$ cat config.mk
export PLATFORM = sky130hd
export DESIGN_NAME = lsi_top
export DESIGN_NICKNAME = d
export VERILOG_FILES = /design/src/lsi_pkg.sv /design/src/lsi_sync.sv /design/src/lsi_blink.sv /design/src/lsi_top.sv
export SDC_FILE = /design/constraint.sdc
export NUM_CORES = 1
export LEC_CHECK = 0
export ABC_AREA = 1
export BUFFER_PORTS_ARGS = -buffer_cell sky130_fd_sc_hd__buf_2
export CAP_MARGIN = 25
export CORE_MARGIN = 2
export CORE_UTILIZATION = 45
export CTS_BUF_LIST = sky130_fd_sc_hd__clkbuf_4
export CTS_CLUSTER_DIAMETER = 30
export DETAILED_ROUTE_END_ITERATION = 16
export PLACE_DENSITY = 0.69
export REMOVE_ABC_BUFFERS = 1
export SLEW_MARGIN = 10
export SYNTH_ARGS = -nofsm -noshare
export SYNTH_HDL_FRONTEND = slang
export SYNTH_SLANG_ARGS = --single-unit
$ cat constraint.sdc
create_clock -name pclk -period 2.45 [get_ports pclk]
set_input_delay 0.49 -clock pclk [delete_from_list [all_inputs] [get_ports pclk]]
set_output_delay 0.49 -clock pclk [all_outputs]
set_load 0.01 [all_outputs]
$ cat src/lsi_pkg.sv
// Constants, register map and field layout of the logger status indicator block
package lsi_pkg;

  // ****************************************
  // Timing
  // ****************************************
  localparam int unsigned CLK_PERIOD_NS = 50;
  // Logging lamp pulse interval
  localparam int unsigned LOG_PERIOD_MS = 2000;
  localparam int unsigned LOG_ON_MS = 50;
  // Warning lamp blink, a free choice since no rate is given
  localparam int unsigned RED_PERIOD_MS = 1000;
  localparam int unsigned RED_ON_MS = 50;
  localparam int unsigned LOG_PERIOD_CYC = (LOG_PERIOD_MS * 1000) / CLK_PERIOD_NS * 1000;
  localparam int unsigned LOG_ON_CYC = (LOG_ON_MS * 1000) / CLK_PERIOD_NS * 1000;
  localparam int unsigned RED_PERIOD_CYC = (RED_PERIOD_MS * 1000) / CLK_PERIOD_NS * 1000;
  localparam int unsigned RED_ON_CYC = (RED_ON_MS * 1000) / CLK_PERIOD_NS * 1000;

  // ****************************************
  // Register offsets (byte addresses)
  // ****************************************
  localparam logic [7:0] OFF_CTRL = 8'h00;
  localparam logic [7:0] OFF_STATUS = 8'h04;
  localparam logic [7:0] OFF_MODULES = 8'h08;
  localparam logic [7:0] OFF_IRQ_STAT = 8'h0c;
  localparam logic [7:0] OFF_IRQ_MASK = 8'h10;

  // ****************************************
  // Control register fields
  // ****************************************
  localparam int CTRL_RUN = 0;
  localparam int CTRL_WRAP = 1;
  localparam int CTRL_CHEM_LSB = 2;
  localparam int CTRL_REFRESH = 4;
  localparam int CTRL_CLR_HIST = 5;
  localparam logic [3:0] CTRL_RST = 4'h0;

  // ****************************************
  // Status register fields
  // ****************************************
  localparam int ST_MEM_LOW = 0;
  localparam int ST_BATT_LOW = 1;
  localparam int ST_POL_BAD = 2;
  localparam int ST_FAIL_NOW = 3;
  localparam int ST_FAIL_PAST = 4;
  localparam int ST_RECORDING = 5;
  localparam int ST_SCAN_BUSY = 6;
  localparam int ST_MEM_FULL = 7;

  // ****************************************
  // Interrupt bits (status and mask share layout)
  // ****************************************
  localparam int IRQ_MEM_LOW = 0;
  localparam int IRQ_BATT_LOW = 1;
  localparam int IRQ_SENS_FAIL = 2;
  localparam int IRQ_MEM_FULL = 3;
  localparam int IRQ_SCAN_DONE = 4;
  localparam int IRQ_W = 5;
  localparam logic [IRQ_W-1:0] IRQ_RST = 5'h00;

  // ****************************************
  // Battery chemistry and thresholds (pack millivolts, eight cells)
  // ****************************************
  typedef enum logic [1:0] {
    CHEM_ALKALINE = 2'b00,
    CHEM_ENHANCED = 2'b01,
    CHEM_LITHIUM = 2'b10,
    CHEM_SPARE = 2'b11
  } lsi_chem_e;

  localparam logic [15:0] ALK_FULL_MV = 16'h2ee0;
  localparam logic [15:0] ALK_EMPTY_MV = 16'h1f40;
  localparam logic [15:0] ENH_FULL_MV = 16'h3070;
  localparam logic [15:0] ENH_EMPTY_MV = 16'h1f40;
  localparam logic [15:0] LITH_FULL_MV = 16'h3200;
  localparam logic [15:0] LITH_EMPTY_MV = 16'h2260;
  // A quarter of the usable span above empty is the 25% capacity point
  localparam logic [15:0] ALK_LOW_MV = ALK_EMPTY_MV + ((ALK_FULL_MV - ALK_EMPTY_MV) >> 2);
  localparam logic [15:0] ENH_LOW_MV = ENH_EMPTY_MV + ((ENH_FULL_MV - ENH_EMPTY_MV) >> 2);
  localparam logic [15:0] LITH_LOW_MV = LITH_EMPTY_MV + ((LITH_FULL_MV - LITH_EMPTY_MV) >> 2);

  // ****************************************
  // Rescan state machine
  // ****************************************
  typedef enum logic [1:0] {
    SCAN_IDLE = 2'b00,
    SCAN_REQ = 2'b01,
    SCAN_WAIT = 2'b11
  } lsi_scan_e;

endpackage

$ cat src/lsi_sync.sv
// Two-flop synchroniser for a group of asynchronous level inputs
`timescale 1ns/1ps
`default_nettype none
module lsi_sync #(
  parameter int W = 1
) (
  // Clock and reset
  input wire logic pclk,
  input wire logic presetn,
  // Data
  input wire logic [W-1:0] async_i,
  output logic [W-1:0] sync_o
);

  genvar i;
  generate
    for (i = 0; i < W; i++)
    begin : g_bit
      logic meta_q;
      logic sync_q;
      always_ff @(posedge pclk or negedge presetn)
      begin
        if (!presetn)
        begin
          meta_q <= 1'b0;
          sync_q <= 1'b0;
        end
        else
        begin
          meta_q <= async_i[i];
          sync_q <= meta_q;
        end
      end
      assign sync_o[i] = sync_q;
    end
  endgenerate

endmodule
`default_nettype wire

$ cat src/lsi_blink.sv
// Free-running blink generator: a short high window once per period
`timescale 1ns/1ps
`default_nettype none
module lsi_blink #(
  parameter int unsigned PERIOD = 20,
  parameter int unsigned ON = 1
) (
  // Clock and reset
  input wire logic pclk,
  input wire logic presetn,
  // Blink phase
  output logic on_o,
  output logic tick_o
);

  logic [31:0] cnt_q;
  logic [31:0] cnt_d;

  always_comb
  begin
    if (cnt_q >= 32'(PERIOD - 1))
      cnt_d = 32'h0;
    else
      cnt_d = cnt_q + 32'h1;
  end

  always_ff @(posedge pclk or negedge presetn)
  begin
    if (!presetn)
      cnt_q <= 32'h0;
    else
      cnt_q <= cnt_d;
  end

  assign on_o = (cnt_q < 32'(ON));
  assign tick_o = (cnt_q == 32'h0);

endmodule
`default_nettype wire

$ cat src/lsi_top.sv
// Status lamp logic of the data logger with an APB register slave
`timescale 1ns/1ps
`default_nettype none
// Functional notes
// - With wrapping off, the memory lamp blinks once free data memory is below a quarter of capacity.
// - With wrapping off, recording goes on after the memory warning and stops only when no location is free.
// - With wrapping on, the memory lamp stays dark whatever the memory fill.
// - The battery lamp blinks when the estimated capacity is below a quarter of full.
// - The battery lamp also blinks when reversed cell polarity is detected, whatever the estimate.
// - A battery warning never stops recording.
// - The host sets the chemistry at launch and the battery estimate is taken against that chemistry.
// - The sensor lamp blinks on a present or past link failure and stays set until the host writes the history clear bit.
// - A past failure that has cleared while logging goes on blinks the sensor lamp with the logging lamp.
// - While any module is not answering only the sensor lamp blinks and the others stay dark.
// - On a host refresh request the device rescans the sensor network and reports the modules found.
// - While recording the logging lamp pulses once every two seconds.
module lsi_top #(
  parameter int NMOD = 8,
  parameter int MEM_W = 20,
  parameter int unsigned LOG_PERIOD = lsi_pkg::LOG_PERIOD_CYC,
  parameter int unsigned LOG_ON = lsi_pkg::LOG_ON_CYC,
  parameter int unsigned RED_PERIOD = lsi_pkg::RED_PERIOD_CYC,
  parameter int unsigned RED_ON = lsi_pkg::RED_ON_CYC
) (
  // Clock and reset
  input wire logic pclk,
  input wire logic presetn,
  // APB slave
  input wire logic psel,
  input wire logic penable,
  input wire logic pwrite,
  input wire logic [7:0] paddr,
  input wire logic [31:0] pwdata,
  output logic [31:0] prdata,
  output logic pready,
  output logic pslverr,
  // Memory and battery measures from same-clock logic
  input wire logic [MEM_W-1:0] mem_free,
  input wire logic [MEM_W-1:0] mem_size,
  input wire logic [15:0] batt_mv,
  // Pins
  input wire logic batt_pol_bad,
  input wire logic [NMOD-1:0] mod_fail,
  // Sensor network scan handshake, same clock
  output logic scan_req,
  input wire logic scan_done,
  input wire logic [NMOD-1:0] scan_present,
  // Recording gate
  output logic rec_enable,
  // Lamps and interrupt
  output logic lamp_log,
  output logic lamp_mem,
  output logic lamp_batt,
  output logic lamp_sens,
  output logic irq
);

  // ****************************************
  // Input synchronisers
  // ****************************************
  logic [NMOD:0] pins_s;
  logic pol_bad_s;
  logic [NMOD-1:0] fail_s;

  lsi_sync #(
    .W(NMOD + 1)
  ) u_sync (
    .pclk(pclk),
    .presetn(presetn),
    .async_i({batt_pol_bad, mod_fail}),
    .sync_o(pins_s)
  );

  assign pol_bad_s = pins_s[NMOD];
  assign fail_s = pins_s[NMOD-1:0];

  // ****************************************
  // Blink phases
  // ****************************************
  logic red_on;
  logic log_on;

  lsi_blink #(
    .PERIOD(RED_PERIOD),
    .ON(RED_ON)
  ) u_red (
    .pclk(pclk),
    .presetn(presetn),
    .on_o(red_on),
    .tick_o()
  );

  lsi_blink #(
    .PERIOD(LOG_PERIOD),
    .ON(LOG_ON)
  ) u_log (
    .pclk(pclk),
    .presetn(presetn),
    .on_o(log_on),
    .tick_o()
  );

  // ****************************************
  // Register bus decode
  // ****************************************
  localparam int IRQ_W_L = lsi_pkg::IRQ_W;
  logic [3:0] ctrl_q;
  logic [IRQ_W_L-1:0] irq_stat_q;
  logic [IRQ_W_L-1:0] irq_mask_q;
  logic [NMOD-1:0] present_q;
  logic [31:0] prdata_q;
  logic [31:0] rd_d;
  logic [7:0] status_w;
  logic setup;
  logic wr;
  logic hit;
  logic wr_ctrl;

  assign setup = psel && !penable;
  assign wr = psel && penable && pwrite;
  assign wr_ctrl = wr && (paddr == lsi_pkg::OFF_CTRL);

  always_comb
  begin
    hit = 1'b1;
    rd_d = 32'h0;
    case (paddr)
      lsi_pkg::OFF_CTRL: rd_d[3:0] = ctrl_q;
      lsi_pkg::OFF_STATUS: rd_d[7:0] = status_w;
      lsi_pkg::OFF_MODULES: rd_d[NMOD-1:0] = present_q;
      lsi_pkg::OFF_IRQ_STAT: rd_d[IRQ_W_L-1:0] = irq_stat_q;
      lsi_pkg::OFF_IRQ_MASK: rd_d[IRQ_W_L-1:0] = irq_mask_q;
      default: hit = 1'b0;
    endcase
  end

  // Read data captured in setup so the access phase needs no wait state
  always_ff @(posedge pclk or negedge presetn)
  begin
    if (!presetn)
      prdata_q <= 32'h0;
    else if (setup)
      prdata_q <= rd_d;
  end

  assign prdata = prdata_q;
  assign pready = 1'b1;
  assign pslverr = psel && penable && !hit;

  // ****************************************
  // Control and mask registers
  // ****************************************
  logic run;
  logic wrap;
  lsi_pkg::lsi_chem_e chem;

  always_ff @(posedge pclk or negedge presetn)
  begin
    if (!presetn)
      ctrl_q <= lsi_pkg::CTRL_RST;
    else if (wr_ctrl)
      ctrl_q <= pwdata[3:0];
  end

  always_ff @(posedge pclk or negedge presetn)
  begin
    if (!presetn)
      irq_mask_q <= lsi_pkg::IRQ_RST;
    else if (wr && (paddr == lsi_pkg::OFF_IRQ_MASK))
      irq_mask_q <= pwdata[IRQ_W_L-1:0];
  end

  assign run = ctrl_q[lsi_pkg::CTRL_RUN];
  assign wrap = ctrl_q[lsi_pkg::CTRL_WRAP];
  assign chem = lsi_pkg::lsi_chem_e'(ctrl_q[lsi_pkg::CTRL_CHEM_LSB +: 2]);

  // ****************************************
  // Memory and battery conditions
  // ****************************************
  logic mem_low_q;
  logic mem_full_q;
  logic batt_low_q;
  logic rec_q;
  logic [15:0] low_mv;

  always_comb
  begin
    case (chem)
      lsi_pkg::CHEM_ENHANCED: low_mv = lsi_pkg::ENH_LOW_MV;
      lsi_pkg::CHEM_LITHIUM: low_mv = lsi_pkg::LITH_LOW_MV;
      default: low_mv = lsi_pkg::ALK_LOW_MV;
    endcase
  end

  always_ff @(posedge pclk or negedge presetn)
  begin
    if (!presetn)
    begin
      mem_low_q <= 1'b0;
      mem_full_q <= 1'b0;
    end
    else
    begin
      mem_low_q <= !wrap && ({mem_free, 2'b00} < {2'b00, mem_size});
      mem_full_q <= !wrap && (mem_free == '0);
    end
  end

  always_ff @(posedge pclk or negedge presetn)
  begin
    if (!presetn)
      batt_low_q <= 1'b0;
    else
      batt_low_q <= (batt_mv < low_mv) || pol_bad_s;
  end

  // Battery state deliberately has no say here, the supply ends it
  always_ff @(posedge pclk or negedge presetn)
  begin
    if (!presetn)
      rec_q <= 1'b0;
    else
      rec_q <= run && !(!wrap && (mem_free == '0));
  end

  assign rec_enable = rec_q;

  // ****************************************
  // Sensor failure history
  // ****************************************
  logic fail_now_q;
  logic hist_q;

  always_ff @(posedge pclk or negedge presetn)
  begin
    if (!presetn)
      fail_now_q <= 1'b0;
    else
      fail_now_q <= |fail_s;
  end

  // Set wins over a clear in the same cycle
  always_ff @(posedge pclk or negedge presetn)
  begin
    if (!presetn)
      hist_q <= 1'b0;
    else if (fail_now_q)
      hist_q <= 1'b1;
    else if (wr_ctrl && pwdata[lsi_pkg::CTRL_CLR_HIST])
      hist_q <= 1'b0;
  end

  // ****************************************
  // Network rescan
  // ****************************************
  lsi_pkg::lsi_scan_e scan_q;

  always_ff @(posedge pclk or negedge presetn)
  begin
    if (!presetn)
      scan_q <= lsi_pkg::SCAN_IDLE;
    else
    begin
      case (scan_q)
        lsi_pkg::SCAN_IDLE:
          if (wr_ctrl && pwdata[lsi_pkg::CTRL_REFRESH])
            scan_q <= lsi_pkg::SCAN_REQ;
        lsi_pkg::SCAN_REQ:
          scan_q <= lsi_pkg::SCAN_WAIT;
        lsi_pkg::SCAN_WAIT:
          if (scan_done)
            scan_q <= lsi_pkg::SCAN_IDLE;
        default:
          scan_q <= lsi_pkg::SCAN_IDLE;
      endcase
    end
  end

  assign scan_req = (scan_q == lsi_pkg::SCAN_REQ);

  always_ff @(posedge pclk or negedge presetn)
  begin
    if (!presetn)
      present_q <= '0;
    else if (scan_q == lsi_pkg::SCAN_WAIT && scan_done)
      present_q <= scan_present;
  end

  assign status_w = {mem_full_q, scan_q != lsi_pkg::SCAN_IDLE, rec_q, hist_q, fail_now_q,
                     pol_bad_s, batt_low_q, mem_low_q};

  // ****************************************
  // Interrupts
  // ****************************************
  logic [IRQ_W_L-1:0] ev_lvl;
  logic [IRQ_W_L-1:0] ev_lvl_q;
  logic [IRQ_W_L-1:0] ev_set;
  logic [IRQ_W_L-1:0] ev_clr;

  assign ev_lvl = {1'b0, mem_full_q, fail_now_q, batt_low_q, mem_low_q};

  always_ff @(posedge pclk or negedge presetn)
  begin
    if (!presetn)
      ev_lvl_q <= lsi_pkg::IRQ_RST;
    else
      ev_lvl_q <= ev_lvl;
  end

  always_comb
  begin
    ev_set = ev_lvl & ~ev_lvl_q;
    ev_set[lsi_pkg::IRQ_SCAN_DONE] = (scan_q == lsi_pkg::SCAN_WAIT) && scan_done;
    ev_clr = '0;
    if (wr && (paddr == lsi_pkg::OFF_IRQ_STAT))
      ev_clr = pwdata[IRQ_W_L-1:0];
  end

  always_ff @(posedge pclk or negedge presetn)
  begin
    if (!presetn)
      irq_stat_q <= lsi_pkg::IRQ_RST;
    else
      irq_stat_q <= (irq_stat_q & ~ev_clr) | ev_set;
  end

  assign irq = |(irq_stat_q & irq_mask_q);

  // ****************************************
  // Lamp drivers
  // ****************************************
  always_ff @(posedge pclk or negedge presetn)
  begin
    if (!presetn)
    begin
      lamp_log <= 1'b0;
      lamp_mem <= 1'b0;
      lamp_batt <= 1'b0;
      lamp_sens <= 1'b0;
    end
    else
    begin
      lamp_log <= !fail_now_q && rec_q && log_on;
      lamp_mem <= !fail_now_q && mem_low_q && red_on;
      lamp_batt <= !fail_now_q && batt_low_q && red_on;
      if (fail_now_q)
        lamp_sens <= red_on;
      else if (hist_q && rec_q)
        lamp_sens <= log_on;
      else
        lamp_sens <= hist_q && red_on;
    end
  end

endmodule
`default_nettype wire

==> reports/metrics.yaml <==
floorplan:
  ios: 160
  die_w_um: 126
  coreArea_um2: 14500
  dieArea_um2: 15900
  die_h_um: 126
  std_cell_rows: 44
  start_util_pct: 46.1
synth:
  yosysWarnings: 0
  syn-mean-instance-area_um2: 8.43
  synth_top_family_by_area: "simple AND/OR/NAND/NOR gates"
  synth_adder_area_share_pct: 5.04
  synth.yosys.seq_area_share_pct: 47.8
  synthSimpleGateAreaFrac_pct: 26.3
  synthCells: 795
  synth-async-reset-ratio_pct: 100
  synthFlopType: "dfrtp_1"
  synthMuxAreaShare_pct: 1.34
  synthesis.area_um2: 6700
  synth_seq_cells: 128
  synth_compound_area_share_pct: 6.27
  ys_types: 41
  synth_xor_area_share_pct: 3.79
  synth_edf_count: 0
drt:
  vias: 5436
  first_iter_violations: 360
  via_per_inst: 4.77
  firstDrtPassIters: 7
  drc_errors: 0
  totalWireLength_um: 13900
  ant_nets: 0
  wl_per_cell_um: 12.2
clocking:
  clock_latency_ns: 0.55
  cts_resized: 0
  clkTransAtPathRegs_ns: 0.12
  cts_root_buf: "clkbuf_4"
  cts_sinks: 128
  cts_made_buffers: 17
  cts_buffer_depth: 2
  cts_tree: "yes"
  cts-htree-levels: 4
  post_cts_buffers: 0
place:
  dp_hpwl_um: 10500
  place_inst: 1099
  gp_congestion: 0.892
  place_ws_ns: 0.487
  placed_area_um2: 7450
  portBuffers: 106
sta:
  worst_pin_slew_ns: 0.517
  fin_crit_ns: 2.05
  relSlewSlack_pct: 65.2
  fin_setup_tns_ns: 0
  fmax_mhz: 487
  post-route-period-util_pct: 83.8
  rsz0062_at_grt: "false"
  fin_worst_skew_ns: 0.0202
  finalSetupViolCount: 0
  setup_ws_ns: 0.397
  slew_violations: 0
  finalHoldViolCount: 0
layout:
  multi_input_area_um2: 3010
  num-fill-cells: 1386
  fin_cells: 1140
  area_growth_pct: 16.6
  seq_area_um2: 3200
  final_area_um2: 7820
  layout.nets: 1089
  drive_gt1_share_pct: 19.0
critical_path:
  critical_path.max_stage_delay_ns: 0.42
  crit_slowest_cell: "dfrtp_1"
  crit_type: "reg -> out"
  cp-start-kind: "register"
  critPathRequiredTime_ns: 1.96
  crit_top_cell: "nand2_1"
  worstPathMaxFanout: 3
  worst_setup_path_end_kind: "output port"
  ff2ff_path_depth: 9
  crit_chain: "nand2_1 -> nand2_1 -> a221oi_1 -> nand2_1 -> buf_2"
  crit_arrival_ns: 1.56
grt:
  grt_antenna_before_repair: 1
  grt.total_usage_pct: 18.3
  grt_pass1_wl_um: 23400
  grt_overflow: 0
  grt_pass1_vias: 5153
  grt_max_degree: 65
pwr:
  p_total_mw: 4.03
  p_leak_nw: 3.85
  pwr_density_cell_nw_per_um2: 516
  peakVddDrop_mv: 0.505
min_path:
  hold_path_depth: 1
  hp-class: "in -> reg"
run_status:
  status: "complete, no violations"
job:
  drv_cap: 0
==> worst max-delay path: cells and delay by family (launching register included) <==
| kind | cells | cell delay (ns) |
|---|---|---|
| simple gates | 3 | 0.23 |
| flops | 1 | 0.42 |
| buf+inv | 1 | 0.15 |
| compound gates | 1 | 0.23 |
==> cells in the mapped netlist, drive strengths merged, types with 4 or more instances <==
library cell	number	area share (%)
xor2	25	3.3
nand4	17	1.6
buf	29	3.4
inv	105	5.9
o21ai	35	2.6
a21oi	25	2.0
nor3b	5	0.71
nor4	8	0.75
dfrtp	128	48
xnor2	4	0.52
mux2	8	1.3
nand3	40	3.1
nand2	161	9.3
nor3	36	3.0
nor2	118	7.3
ha	27	5.0
==> metrics by stage <==
step,utilization (%),hold slack (ns)
3_3_place_gp,51.3,0.332
4_1_cts,53.2,0.00190
6_report,53.8,0.0543
2_1_floorplan,-,0.194
5_1_grt,53.8,0.00668
3_5_place_dp,51.3,0.335
==> report_power, final <==
| part | leakage (nW) | total [mW] | switching [mW] | internal (mW) |
|---|---|---|---|---|
| sequential | 1.64 | 2.25 | 0.0443 | 2.21 |
| clock | 0.136 | 1.41 | 0.819 | 0.595 |
| combinational | 2.07 | 0.369 | 0.203 | 0.166 |
==> area by class of cell <==
class,instances,share of cell area (%)
flip-flops and latches,128,41.0
well taps,184,2.95
inverters,105,5.04
clock inverters,14,1.84
repair buffers,123,9.06
clock buffers,17,1.63
multi-input cells,568,38.5
diodes,1,0.0320
==> final timing paths <==
path	start	end	slack (ns)
setup / recovery	irq_mask_q[3]	irq	0.40
hold / removal	mod_fail[6]	u_sync.g_bit[6].meta_q	0.05
setup reg to reg	u_log.cnt_q[0]	u_log.cnt_q[21]	0.51
hold reg to reg	u_sync.g_bit[2].meta_q	u_sync.g_bit[2].sync_q	0.36
max in group asynchronous	presetn	u_red.cnt_q[5]	1.30
min in group asynchronous	presetn	prdata[2]	0.44
==> metal layers <==
layer	GRT usage (%)	routed length [um]
met5	0	0
met4	6.27	223
met3	4.93	757
met2	28.5	6400
met1	25.0	6540
==> placed cells by master (no fill, tap or decap), types with 9 or more instances in the layout <==
cell type      instances
clkbuf_4              17
nand3_1               39
conb_1                38
xor2_1                25
nor2_1               106
nor3_1                33
a21oi_1               23
nor2_2                 9
dlygate4sd3_1          9
nand4_1               17
inv_1                105
nand2_1              154
dfrtp_1              128
ha_1                  27
o21ai_0               33
buf_2                105
==> sequential cells by signal, summed over array words and instances, names as in the netlist, 2 cells and up <==
name                 cells
u_red.cnt_q             32
ctrl_q                   4
scan_q                   2
present_q                8
irq_stat_q               5
prdata                   8
ev_lvl_q                 4
u_sync.g_bit.meta_q      9
u_sync.g_bit.sync_q      9
u_log.cnt_q             32
irq_mask_q               5
==> kinds of logic (layout without fill, tap and decap cells) <==
| logic type | Yosys count | in the layout |
|---|---|---|
| AO/OA/AOI/OAI | 75 | 75 |
| XOR/XNOR | 29 | 29 |
| adder cells (fa/ha/maj) | 27 | 27 |
| buffers and inverters | 135 | 259 |
| flip-flops | 128 | 128 |
| multiplexers | 8 | 8 |
| other | 2 | 39 |
| AND/OR/NAND/NOR | 391 | 391 |
==> timing repair <==
| item | 4_1_cts | 5_1_grt |
|---|---|---|
| endpoints found under the setup margin | 0 | 0 |
| hold buffers | 1 | 8 |
| hold endpoints to repair | 36 | 8 |
Power figures use the tool's default switching activity.
